<file path="config.mk">
export PLATFORM = sky130hd
export DESIGN_NAME = mbd_bus_decode
export DESIGN_NICKNAME = d
export VERILOG_FILES = /design/src/verilog/mbd_pkg.sv /design/src/verilog/mbd_quad_counter.sv /design/src/verilog/mbd_bus_decode.sv
export VERILOG_INCLUDE_DIRS = /design/src /design/src/verilog
export SDC_FILE = /design/constraint.sdc
export NUM_CORES = 1
export LEC_CHECK = 0
export BUFFER_PORTS_ARGS = -buffer_cell sky130_fd_sc_hd__buf_4
export CAP_MARGIN = 20
export CORE_MARGIN = 5
export CORE_UTILIZATION = 55
export DETAILED_ROUTE_END_ITERATION = 16
export PLACE_DENSITY = 0.79
export SYNTH_ARGS = -nofsm -noshare
export SYNTH_HDL_FRONTEND = slang
export SYNTH_SLANG_ARGS = --single-unit
</file>
<file path="constraint.sdc">
create_clock -name ref_clk -period 3.7 [get_ports ref_clk]
set_input_delay 0 -clock ref_clk [delete_from_list [all_inputs] [get_ports ref_clk]]
set_output_delay 0 -clock ref_clk [all_outputs]
set_load 0.01 [all_outputs]
</file>
<file path="src/verilog/mbd_defines.svh">
// offsets, field positions, reset values and timing counts for the board glue
`ifndef MBD_DEFINES_SVH
`define MBD_DEFINES_SVH
`define MBD_FMT_NIBBLE     4'hc
`define MBD_ROUTE_BIT      2
`define MBD_CTL_CNT_RST    0
`define MBD_CTL_PG_RST     1
`define MBD_CTL_IND        2
`define MBD_CTL_SEL_LO     3
`define MBD_CTL_SEL_HI     4
`define MBD_CTL_DRV_OE     5
`define MBD_CTL_HALF       6
`define MBD_CTL_SINGLE     7
`define MBD_CTL_RESET      8'h00
`define MBD_REF_CLK_HZ     12000000
`define MBD_SYS_CLK_HZ     40000000
`define MBD_MAX_STEP_HZ    3000000
`define MBD_SAMPLES_PER_STEP ((`MBD_SYS_CLK_HZ) / (`MBD_MAX_STEP_HZ))
`endif

</file>
<file path="src/verilog/mbd_pkg.sv">
// types shared by the board glue files
package mbd_pkg;
  // driver mode decode
  typedef enum logic [1:0] {
    MBD_TWO_PHASE,
    MBD_HALF_STEP,
    MBD_SINGLE_PHASE,
    MBD_MODE_RESERVED
  } mbd_mode_e;
  // one host bus cycle
  typedef struct packed {
    logic       first_address_cycle;
    logic       second_address_cycle;
    logic       bus_write_cycle;
    logic       bus_read_cycle;
    logic [7:0] data;
  } mbd_bus_s;
  // outputs toward the pulse generator
  typedef struct packed {
    logic       cs_n;
    logic       wr_n;
    logic       rd_n;
    logic [1:0] addr;
    logic       reset_n;
  } mbd_pg_s;
endpackage

</file>
<file path="src/verilog/mbd_quad_counter.sv">
// 16-bit quadrature position counter with byte-select output register
`timescale 1ns/100ps
`default_nettype none
`include "mbd_defines.svh"
module mbd_quad_counter import mbd_pkg::*; (
  input  wire logic        ref_clk,
  input  wire logic        srst,
  input  wire logic        counter_reset_n, // low holds count at zero
  input  wire logic        quad_a,          // phase a, synchronous
  input  wire logic        quad_b,          // phase b, synchronous
  input  wire logic        byte_sel,        // 0 high byte, 1 low byte
  output logic      [7:0]  count_byte,      // registered read byte
  output logic      [15:0] position         // signed position
);
  logic [1:0]  prev_reg, prev_next;     // last phase state
  logic [15:0] pos_reg, pos_next;       // position count
  logic [7:0]  byte_reg, byte_next;     // read byte latch
  logic [1:0]  cur;                     // current phase state

  // step decode on gray state change; a double jump is dropped as invalid
  always_comb begin
    cur       = {quad_a, quad_b};
    prev_next = cur;
    pos_next  = pos_reg;
    unique case ({prev_reg, cur})
      4'b0001, 4'b0111, 4'b1110, 4'b1000: pos_next = pos_reg + 16'h0001;
      4'b0010, 4'b1011, 4'b1101, 4'b0100: pos_next = pos_reg - 16'h0001;
      default: pos_next = pos_reg;
    endcase
    if (!counter_reset_n) pos_next = 16'h0000;
    byte_next = byte_sel ? pos_reg[7:0] : pos_reg[15:8];
  end

  // registers only
  always_ff @(posedge ref_clk) begin
    if (srst) begin
      prev_reg <= 2'h0;
      pos_reg  <= 16'h0000;
      byte_reg <= 8'h00;
    end else begin
      prev_reg <= prev_next;
      pos_reg  <= pos_next;
      byte_reg <= byte_next;
    end
  end

  assign count_byte = byte_reg;
  assign position   = pos_reg;

  a_step_up_count: assert property (@(posedge ref_clk)
    disable iff (srst)
    counter_reset_n && prev_reg == 2'b00 && {quad_a, quad_b} == 2'b01
      |=> pos_reg == $past(pos_reg) + 16'h0001)
    else $error("forward step did not increment");
  a_step_down_count: assert property (@(posedge ref_clk)
    disable iff (srst)
    counter_reset_n && prev_reg == 2'b00 && {quad_a, quad_b} == 2'b10
      |=> pos_reg == $past(pos_reg) - 16'h0001)
    else $error("reverse step did not decrement");
  a_hold_in_reset: assert property (@(posedge ref_clk)
    disable iff (srst)
    !counter_reset_n |=> pos_reg == 16'h0000)
    else $error("counter not cleared in reset");
endmodule
`default_nettype wire

</file>
<file path="src/verilog/mbd_bus_decode.sv">
// board address decode, write-only control latch and target steering
`timescale 1ns/100ps
`default_nettype none
`include "mbd_defines.svh"
// Operation
// - quadrature inputs give direction, 16-bit signed count
// - count up or down per adjacent state
// - inputs sampled; step rate under quarter clock
// - count read as two bytes by select
// - 8-bit control latch, write only
// - bit0 resets counter, bit1 pulse generator
// - bit5 low enables driver, bit2 indicator
// - bits 6,7 choose driver stepping mode
// - bits 3,4 address generator, bit3 byte
// - select 00 high byte, 01 low
// - two address bytes, first low nibble 1100
// - first upper nibble matches jumper straps
// - second byte bit2 routes generator or counter
// - indicator lit when address matches board
// - sixteen boards, three targets each
// - generator register codes follow select lines
// - only reset line clears generator registers
module mbd_bus_decode import mbd_pkg::*; (
  input  wire logic        ref_clk,
  input  wire logic        srst,
  input  wire mbd_bus_s    bus,                     // host bus cycle strobes
  input  wire logic [3:0]  address_jumper_header,   // 0 fitted, 1 open
  input  wire logic        quad_a,                  // encoder phase a
  input  wire logic        quad_b,                  // encoder phase b
  input  wire logic [7:0]  pg_data_in,              // generator read data
  output logic      [7:0]  bus_rd_data,             // byte to host
  output logic             bus_rd_oe,               // high while driving
  output mbd_pg_s          pg,                      // generator control
  output logic      [7:0]  pg_data_out,             // generator write data
  output logic             counter_reset_n,         // counter reset, low
  output logic             address_match_indicator, // lit on match, low
  output logic             status_indicator_n,      // board lamp, low on
  output logic             driver_enable_n,         // driver outputs, low
  output mbd_mode_e        driver_mode,             // stepping mode
  output logic             half_step_mode,          // half-step pin
  output logic             mode_reserved            // illegal mode written
);
  logic [7:0] latch_reg, latch_next;     // board_control_latch
  logic [7:0] addr0_reg, addr0_next;     // retained first byte
  logic       route_reg, route_next;     // 1 counter/latch, 0 generator
  logic       match_reg, match_next;     // board selected
  logic [7:0] rdat_reg, rdat_next;       // read byte to host
  logic       roe_reg, roe_next;         // read drive enable
  mbd_pg_s    pg_reg, pg_next;           // generator strobes
  logic [7:0] pgd_reg, pgd_next;         // generator write byte
  logic       ind_reg, ind_next;         // match indicator drive
  logic [7:0] cnt_byte;                  // counter byte, registered
  logic       addr0_ok;                  // first byte matches board

  // counter sees latch reset and select bit directly
  mbd_quad_counter u_mbd_quad_counter (
    .ref_clk         (ref_clk),
    .srst            (srst),
    .counter_reset_n (latch_reg[`MBD_CTL_CNT_RST]),
    .quad_a          (quad_a),
    .quad_b          (quad_b),
    .byte_sel        (latch_reg[`MBD_CTL_SEL_LO]),
    .count_byte      (cnt_byte),
    .position        ()
  );

  // jumper nibble plus 8x2 format marker
  always_comb begin
    addr0_ok = (addr0_reg[3:0] == `MBD_FMT_NIBBLE)
      && (addr0_reg[7:4] == address_jumper_header);
  end

  // address capture, latch write and read steering
  always_comb begin
    addr0_next = addr0_reg;
    route_next = route_reg;
    match_next = match_reg;
    latch_next = latch_reg;
    rdat_next  = rdat_reg;
    roe_next   = 1'b0;
    pgd_next   = pgd_reg;
    pg_next    = pg_reg;
    pg_next.cs_n = 1'b1;
    pg_next.wr_n = 1'b1;
    pg_next.rd_n = 1'b1;
    if (bus.first_address_cycle) begin
      addr0_next = bus.data;
      match_next = 1'b0;     // wait for second byte
    end else if (bus.second_address_cycle) begin
      route_next = bus.data[`MBD_ROUTE_BIT];
      match_next = addr0_ok;
    end else if (match_reg && bus.bus_write_cycle) begin
      if (route_reg) begin
        latch_next = bus.data;
      end else begin
        pg_next.cs_n = 1'b0;
        pg_next.wr_n = 1'b0;
        pgd_next     = bus.data;
      end
    end else if (match_reg && bus.bus_read_cycle) begin
      roe_next = 1'b1;
      if (route_reg) begin
        rdat_next = cnt_byte;
      end else begin
        pg_next.cs_n = 1'b0;
        pg_next.rd_n = 1'b0;
        rdat_next    = pg_data_in;
      end
    end
    // select lines drive generator address pins
    pg_next.addr    = latch_next[`MBD_CTL_SEL_HI:`MBD_CTL_SEL_LO];
    pg_next.reset_n = latch_next[`MBD_CTL_PG_RST];
    ind_next = ~(addr0_ok && match_next);
  end

  // registers only
  always_ff @(posedge ref_clk) begin
    if (srst) begin
      latch_reg <= `MBD_CTL_RESET;
      addr0_reg <= 8'h00;
      route_reg <= 1'b0;
      match_reg <= 1'b0;
      rdat_reg  <= 8'h00;
      roe_reg   <= 1'b0;
      pg_reg    <= '{cs_n: 1'b1, wr_n: 1'b1, rd_n: 1'b1,
                     addr: 2'h0, reset_n: 1'b0};
      pgd_reg   <= 8'h00;
      ind_reg   <= 1'b1;
    end else begin
      latch_reg <= latch_next;
      addr0_reg <= addr0_next;
      route_reg <= route_next;
      match_reg <= match_next;
      rdat_reg  <= rdat_next;
      roe_reg   <= roe_next;
      pg_reg    <= pg_next;
      pgd_reg   <= pgd_next;
      ind_reg   <= ind_next;
    end
  end

  // latch fields to pins; reads never return the latch itself
  assign bus_rd_data             = rdat_reg;
  assign bus_rd_oe               = roe_reg;
  assign pg                      = pg_reg;
  assign pg_data_out             = pgd_reg;
  assign counter_reset_n         = latch_reg[`MBD_CTL_CNT_RST];
  assign status_indicator_n      = latch_reg[`MBD_CTL_IND];
  assign driver_enable_n         = latch_reg[`MBD_CTL_DRV_OE];
  assign half_step_mode          = latch_reg[`MBD_CTL_HALF];
  assign driver_mode             = mbd_mode_e'(latch_reg[7:6]);
  assign mode_reserved           = &latch_reg[7:6];
  assign address_match_indicator = ind_reg;

  a_latch_write_ok: assert property (@(posedge ref_clk)
    disable iff (srst)
    match_reg && route_reg && bus.bus_write_cycle
      && !bus.first_address_cycle && !bus.second_address_cycle
      |=> latch_reg == $past(bus.data))
    else $error("latch not written");
  a_second_byte_route: assert property (@(posedge ref_clk)
    disable iff (srst)
    bus.second_address_cycle && !bus.first_address_cycle
      |=> route_reg == $past(bus.data[2]))
    else $error("route bit not taken");
  a_match_needs_jump: assert property (@(posedge ref_clk)
    disable iff (srst)
    match_reg |-> addr0_reg[7:4] == address_jumper_header)
    else $error("match without jumper equality");
  a_pg_write_sel: assert property (@(posedge ref_clk) disable iff (srst)
    !pg.wr_n |-> !pg.cs_n && pg.addr == latch_reg[4:3])
    else $error("generator write mis-addressed");
  a_read_counter_src: assert property (@(posedge ref_clk)
    disable iff (srst)
    bus_rd_oe && $past(route_reg) |-> bus_rd_data == $past(cnt_byte))
    else $error("counter byte not returned");
  a_format_nibble_chk: assert property (@(posedge ref_clk)
    disable iff (srst)
    $rose(match_reg) |-> addr0_reg[3:0] == 4'hc)
    else $error("match without format nibble");
endmodule
`default_nettype wire

</file>
==> metrics.txt, run 1 <==
met3 Usage GRT=4.23%; Die ar.=0.00740 sq mm; status=complete, no violations; Synth async-reset ratio=0%; clk_skew=0.00708 ns; initial drt markers=79; CP startpoint kind=input port; Post-Syn Instances=344; clock buffer count from CTS=9; EDFF count, synth=0; detailed-route wire length=7530 um; synth top area cells=dfxtp_1, mux2i_1, ha_1, nor2_1, nand2_1; DRC Markers=0; Hold EP=bus_rd_data[1]; first-pass GRT wire length=12400 um; TritonRoute pass-1 iters=4; CORE AREA=0.00557 sq mm; sequential cell area=0.00130 sq mm; initial antenna violation count=0; Slowest cell on crit path=dlygate4sd3_1; most common library cells after synthesis=dfxtp_1, nor2_1, mux2i_1; Top delay family on crit path=buffers and inverters; Die W=86.0 um; Port Buffer Count=58; RSZ-0062 raised after global routing=no; Crit path required time=3.97 ns; Worst Path Buf+Inv=3; clk_lat worst skew=0.34 ns; Syn Nets=388; Peak VDD IR=0.000176 V; Reg clk slew, reported paths=0.07 ns; max FFs per register=16; met1 Usage GRT=24.7%; CTS Root Cell=clkbuf_8; Seq cells post-synth=65; Hold Fails Final Rpt=0; Worst EP arrival=3.38 ns; cell count of the worst hold path=3; Sum Neg Setup Slack=0 ns; final setup vio count=0; Synth top area share=40.9%; Avg WL per Cell=15.4 um; largest net degree at the start of global routing=50; # rows=27; P&R area growth vs syn=25.1%; dpl hpwl=5320 um; n_diodes=0; H-tree levels=3; Worst slew margin=57.9%; Post-Syn Area per Cell=9.25 sq um; vias in the first global route=2667; clock sinks=65; post-CTS sizing=0; power density over cell area=357 mW/mm^2; num ports=59; sequential cell area fraction in the yosys report=40.9%; Synth Flop Type=dfxtp_1; post-layout min period=3.11 ns; vias=2706; total congestion overflow=0; Worst Max-Slew Pin Slew=0.631 ns; part of the cycle the worst path needs=84.1%; cell taking the most area after synthesis=dfxtp_1; R2R depth=10; maximum clock path buffer count=2; number of max-cap violations=0; Static Leak=1.73 nW; met2 usage=37.4%; FILL cells=434; Yosys Warn Count=0; CTS tree=done; Multi-input gate area=0.00177 sq mm; count leader, synth=dfxtp_1; crit path from=quad_b; Fin Hold WS=0.0131 ns; min-delay src=pg_data_in[1]; Slew Limit Fails=0; Cell Area, Synth=0.00318 sq mm; gr usage total=21.0%; FF-to-FF setup slack=0.63 ns; DRT antenna net count=0; RR Endpoint=u_mbd_quad_counter.position[14]; endpoint type of the worst setup path=flip-flop; Worst Path Max Fanout=15; FF-to-FF Start=u_mbd_quad_counter.prev_reg[0]; ratio of cells with drive above 1 in the final layout=20.3%; Vert. Die Dim=86.0 um; crit path cell chain=dlygate4sd3_1 > buf_4 > xor2_1 > or2_2 > inv_1 > ha_1 > a21o_2 > a221oi_1 > a21oi_1 > o2111ai_1 > mux2_2 > o22ai_1; HP Class=in2reg; crit-path max cell delay=0.54 ns; Top Usage Layer GRT=met2; fmax=0.321 GHz; critical path class=in2reg; vias per inst=5.52; Unique masters post-synth=53; initial core utilization=57.1%; Final Wtd Congestion=0.934; fin nets=457; Crit path depth=12
-- per-stage QoR --
step                      cells  cell area (sq um)  utilization [%]  setup slack [ns]  power, mW
after CTS                   490               3980             71.4             0.590       1.43
after floorplan             344               3180                -             0.846      0.827
after global routing        490               3980             71.4             0.358       1.48
after global placement      456               3620             64.9             0.730      0.867
after detailed placement    456               3620             64.9             0.636      0.872
final                       490               3980             71.4             0.588       1.42
-- placed cells by master, fill, tap and decap left out, drive strengths merged, types with 8 or more instances in the layout --
cell,instances
a211oi,12
a21oi,16
buf,58
clkbuf,11
dfxtp,65
dlygate4sd3,18
ha,15
mux2i,42
nand2,27
nand3,8
nor2,51
o21ai,12
xor2,10
-- final cells by class --
cell class	instances	share of cell area (%)
multi-input combinational	257	44.6
clock buffer	11	3.81
inverter	4	0.377
sequential	65	32.7
timing repair buffer	76	15.5
tap	72	2.26
clock inverter	5	0.755
-- timing repair --
item | in CTS | in global routing
hold buffers | 18 | 0
endpoints found under the hold margin | 33 | 0
setup buffers | 0 | 0
-- cell families after synthesis --
logic type | count (synthesis) | synth area share (%)
compound gates | 67 | 14.7
xor+xnor | 15 | 4.13
fa+ha+maj | 16 | 6.53
buf+inv | 22 | 3.30
flops | 65 | 40.9
mux | 43 | 13.6
simple gates | 116 | 16.9
-- worst min-delay path: stages --
cell,delay [ns]
buf_4,0.11
mux2i_1,0.12
a211oi_1,0.08
-- metal layers --
layer / routed length [um] / share of wire, %
met5: 0 / 0
met3: 348 / 4.6
met2: 3740 / 50
met4: 112 / 1.5
met1: 3330 / 44
-- where the power goes --
group,internal [mW],switching (mW),total (mW)
Clock,0.276,0.274,0.550
Combinational,0.0708,0.0893,0.160
Sequential,0.706,0.00580,0.712
Total,1.05,0.369,1.42
-- worst max-delay path by stage --
stage,to
after floorplan,u_mbd_quad_counter.position[14]
after global placement,u_mbd_quad_counter.position[14]
after detailed placement,u_mbd_quad_counter.position[14]
after CTS,u_mbd_quad_counter.position[14]
after global routing,u_mbd_quad_counter.position[14]
final,u_mbd_quad_counter.position[14]
Note: power is estimated with default switching activity, not from simulation.
==> run 2: changes to the inputs <==
--- a/config.mk
+++ b/config.mk
@@ -6,12 +6,13 @@
 export SDC_FILE = /design/constraint.sdc
 export NUM_CORES = 1
 export LEC_CHECK = 0
+export ABC_AREA = 1
 export BUFFER_PORTS_ARGS = -buffer_cell sky130_fd_sc_hd__buf_4
 export CAP_MARGIN = 20
 export CORE_MARGIN = 5
-export CORE_UTILIZATION = 55
+export CORE_UTILIZATION = 56
 export DETAILED_ROUTE_END_ITERATION = 16
-export PLACE_DENSITY = 0.79
+export PLACE_DENSITY = 0.8
 export SYNTH_ARGS = -nofsm -noshare
 export SYNTH_HDL_FRONTEND = slang
 export SYNTH_SLANG_ARGS = --single-unit
==> constraint.sdc (replaced) <==
create_clock -name ref_clk -period 2.9 [get_ports ref_clk]
set_input_delay 0 -clock ref_clk [delete_from_list [all_inputs] [get_ports ref_clk]]
set_output_delay 0 -clock ref_clk [all_outputs]
set_load 0.01 [all_outputs]
==> metrics.txt, run 2 <==
status=complete, no violations; CP startpoint kind=flip-flop; Top delay family on crit path=simple AND/OR/NAND/NOR gates; Crit path required time=3.14 ns (-0.83 ns); Die ar.=0.00779 sq mm (+5.2%); number of max-cap violations=0 (unchanged); clk_lat worst skew=0.35 ns (about the same); first-pass GRT wire length=15000 um (+21%); Worst Path Max Fanout=10 (-5); vias in the first global route=3402 (+28%); clk_skew=0.00763 ns (+0.000550 ns); count leader, synth=nand2_1; FF-to-FF setup slack=0.58 ns (-0.05 ns); Unique masters post-synth=29 (-45%); Pwr Total=2.01 mW (+41%); Peak VDD IR=0.000301 V (+70%); Cell Area, Synth=0.00343 sq mm (+7.8%); commonest non-fill, non-tap cells in the layout=nand2_1, inv_1, nor2_1, dfxtp_1, buf_4; DRT antenna net count=0 (unchanged); most used cell, CP=nand2_1; Avg WL per Cell=13.6 um (-12%); Final Wtd Congestion=0.944 (+1.1%); Yosys Warn Count=0 (unchanged); H-tree levels=3 (unchanged); fmax=0.430 GHz; vias=3477 (+28%); initial antenna violation count=0 (unchanged); placed instance area=0.00389 sq mm (+7.6%); CORE AREA=0.00592 sq mm (+6.2%); multiplexer area fraction after synthesis=0% (-14 points); Sum Neg Setup Slack=0 ns (unchanged); CTS Root Cell=clkbuf_8; Worst EP arrival=2.57 ns (-0.81 ns); power density over cell area=458 mW/mm^2 (+28%); Die W=88.3 um (+2.6%); post-synthesis simple-gate area fraction=29.3% (+12 points); Static Leak=2.35 nW (+36%); Port Buffer Count=58 (unchanged); clock sinks=65 (unchanged); Slowest cell on crit path=dfxtp_1; HP Class=in2reg; ratio of cells with drive above 1 in the final layout=14.0% (-6.3 points); fin nets=638 (+40%); post-layout min period=2.32 ns; crit-path max cell delay=0.36 ns (-0.18 ns); Design Area, Final=0.00438 sq mm (+10%); detailed-route wire length=9150 um (+21%); part of the cycle the worst path needs=80.2%; Synth top area share=37.9% (-3.0 points); XOR/XNOR share of the synthesized area=2.52% (-1.6 points); dpl hpwl=6410 um (+20%); Seq cells post-synth=65 (unchanged); synth top area cells=dfxtp_1, nand2_1, inv_1, nor2_1, o21ai_0; final setup vio count=0 (unchanged); largest net degree at the start of global routing=44 (-12%); Hold Fails Final Rpt=0 (unchanged); gr usage total=24.6% (+3.6 points); Synth Flop Type=dfxtp_1; Reg clk slew, reported paths=0.07 ns (about the same); # rows=28 (+3.7%); Synth Area in Adders=6.06% (-0.47 points); Synth Area in Compound Gates=12.9% (-1.8 points); commonest non-fill, non-tap cell in the layout=nand2_1; DRC Markers=0 (unchanged); Syn Nets=555 (+43%); EDFF count, synth=0 (unchanged); TritonRoute pass-1 iters=5 (+1); Post-Syn Instances=511 (+49%); Fin Hold WS=0.0137 ns (+0.000557 ns); maximum clock path buffer count=2 (unchanged); post-CTS setup buffers=0 (unchanged); Synth async-reset ratio=0% (unchanged); Worst Max-Slew Pin Slew=1.00 ns (+0.371 ns); Worst slew margin=33.1% (-25 points); fin util=74.0% (+2.6 points); critical path class=reg2reg; max FFs per register=16 (unchanged); vias per inst=5.16 (-6.6%); CTS tree=done; crit path cell chain=xor2_1 > nand2_1 > inv_1 > buf_4 > ha_1 > nand2_1 > nand2_1 > inv_1 > nand2_1 > a21oi_1 > nand2_1 > nand2_1 > nand3_1 > nand2_1 > inv_1; clock buffer count from CTS=9 (unchanged); total congestion overflow=0 (unchanged); Post-Syn Area per Cell=6.71 sq um (-27%); most common library cells after synthesis=nand2_1, inv_1, nor2_1; RSZ-0062 raised after global routing=no; endpoint type of the worst setup path=flip-flop; initial core utilization=57.9% (+0.87 points); Slew Limit Fails=0 (unchanged); sequential cell area fraction in the yosys report=37.9% (-3.0 points); num ports=59 (unchanged); P&R area growth vs syn=27.7%; Worst Path Buf+Inv=4 (+1); largest family of logic cells by synthesized area=simple AND/OR/NAND/NOR gates; initial drt markers=227 (+190%); cell taking the most area after synthesis=dfxtp_1; Vert. Die Dim=88.3 um (+2.6%); n_diodes=0 (unchanged)
[run 2: what timing repair did]
action | in CTS | in global routing
hold endpoints to repair | 38 | 0
hold buffers | 27 | 0
gates resized for setup | 0 | 0
[run 2: kinds of logic after synthesis]
group,count (synthesis)
fa+ha+maj,16
flops,65
buf+inv,96
simple gates,240
compound gates,85
xor+xnor,9
[run 2: worst paths after layout]
path,startpoint,endpoint,cells past startpoint
worst max-delay path,u_mbd_quad_counter.prev_reg[0],u_mbd_quad_counter.position[13],15
worst min-delay path,bus[8],pg[5],4
worst max register to register,u_mbd_quad_counter.prev_reg[0],u_mbd_quad_counter.position[13],15
worst min register to register,u_mbd_quad_counter.count_byte[2],bus_rd_data[2],2
[run 2: metal layers]
layer	vias to the layer above	global-route usage, %	part of all wire (%)
li1	1771	-	-
met4	0	10.7	1.9
met5	-	0	0
met3	22	4.75	5.7
met2	101	42.0	49
met1	1583	30.1	43
[run 2: where the power goes]
group / switching (mW) / leakage (nW) / internal (mW)
Clock: 0.348 / 0.113 / 0.506
Combinational: 0.139 / 1.72 / 0.103
Sequential: 0.00840 / 0.526 / 0.902
Total: 0.495 / 2.35 / 1.51
[run 2: area by class of cell]
class                           count  area (sq um)
Fill cell                         461          1540
Timing Repair Buffer               87           721
Clock buffer                       11           141
Multi-Input combinational cell    350          1740
Sequential cell                    65          1300
Inverter                           81           304
Clock inverter                      5          78.8
Tap cell                           75          93.8
[run 2: through the flow]
stage / setup slack, ns / instances
after floorplan: 0.766 / 511
after global placement: 0.729 / 631
after detailed placement: 0.600 / 631
after CTS: 0.583 / 674
after global routing: 0.278 / 674
final: 0.576 / 674
[run 2: worst min-delay path, stage by stage]
cell and delay (ns):
buf_4 0.08, nand2_1 0.10, nand2_1 0.09, nand2_1 0.05
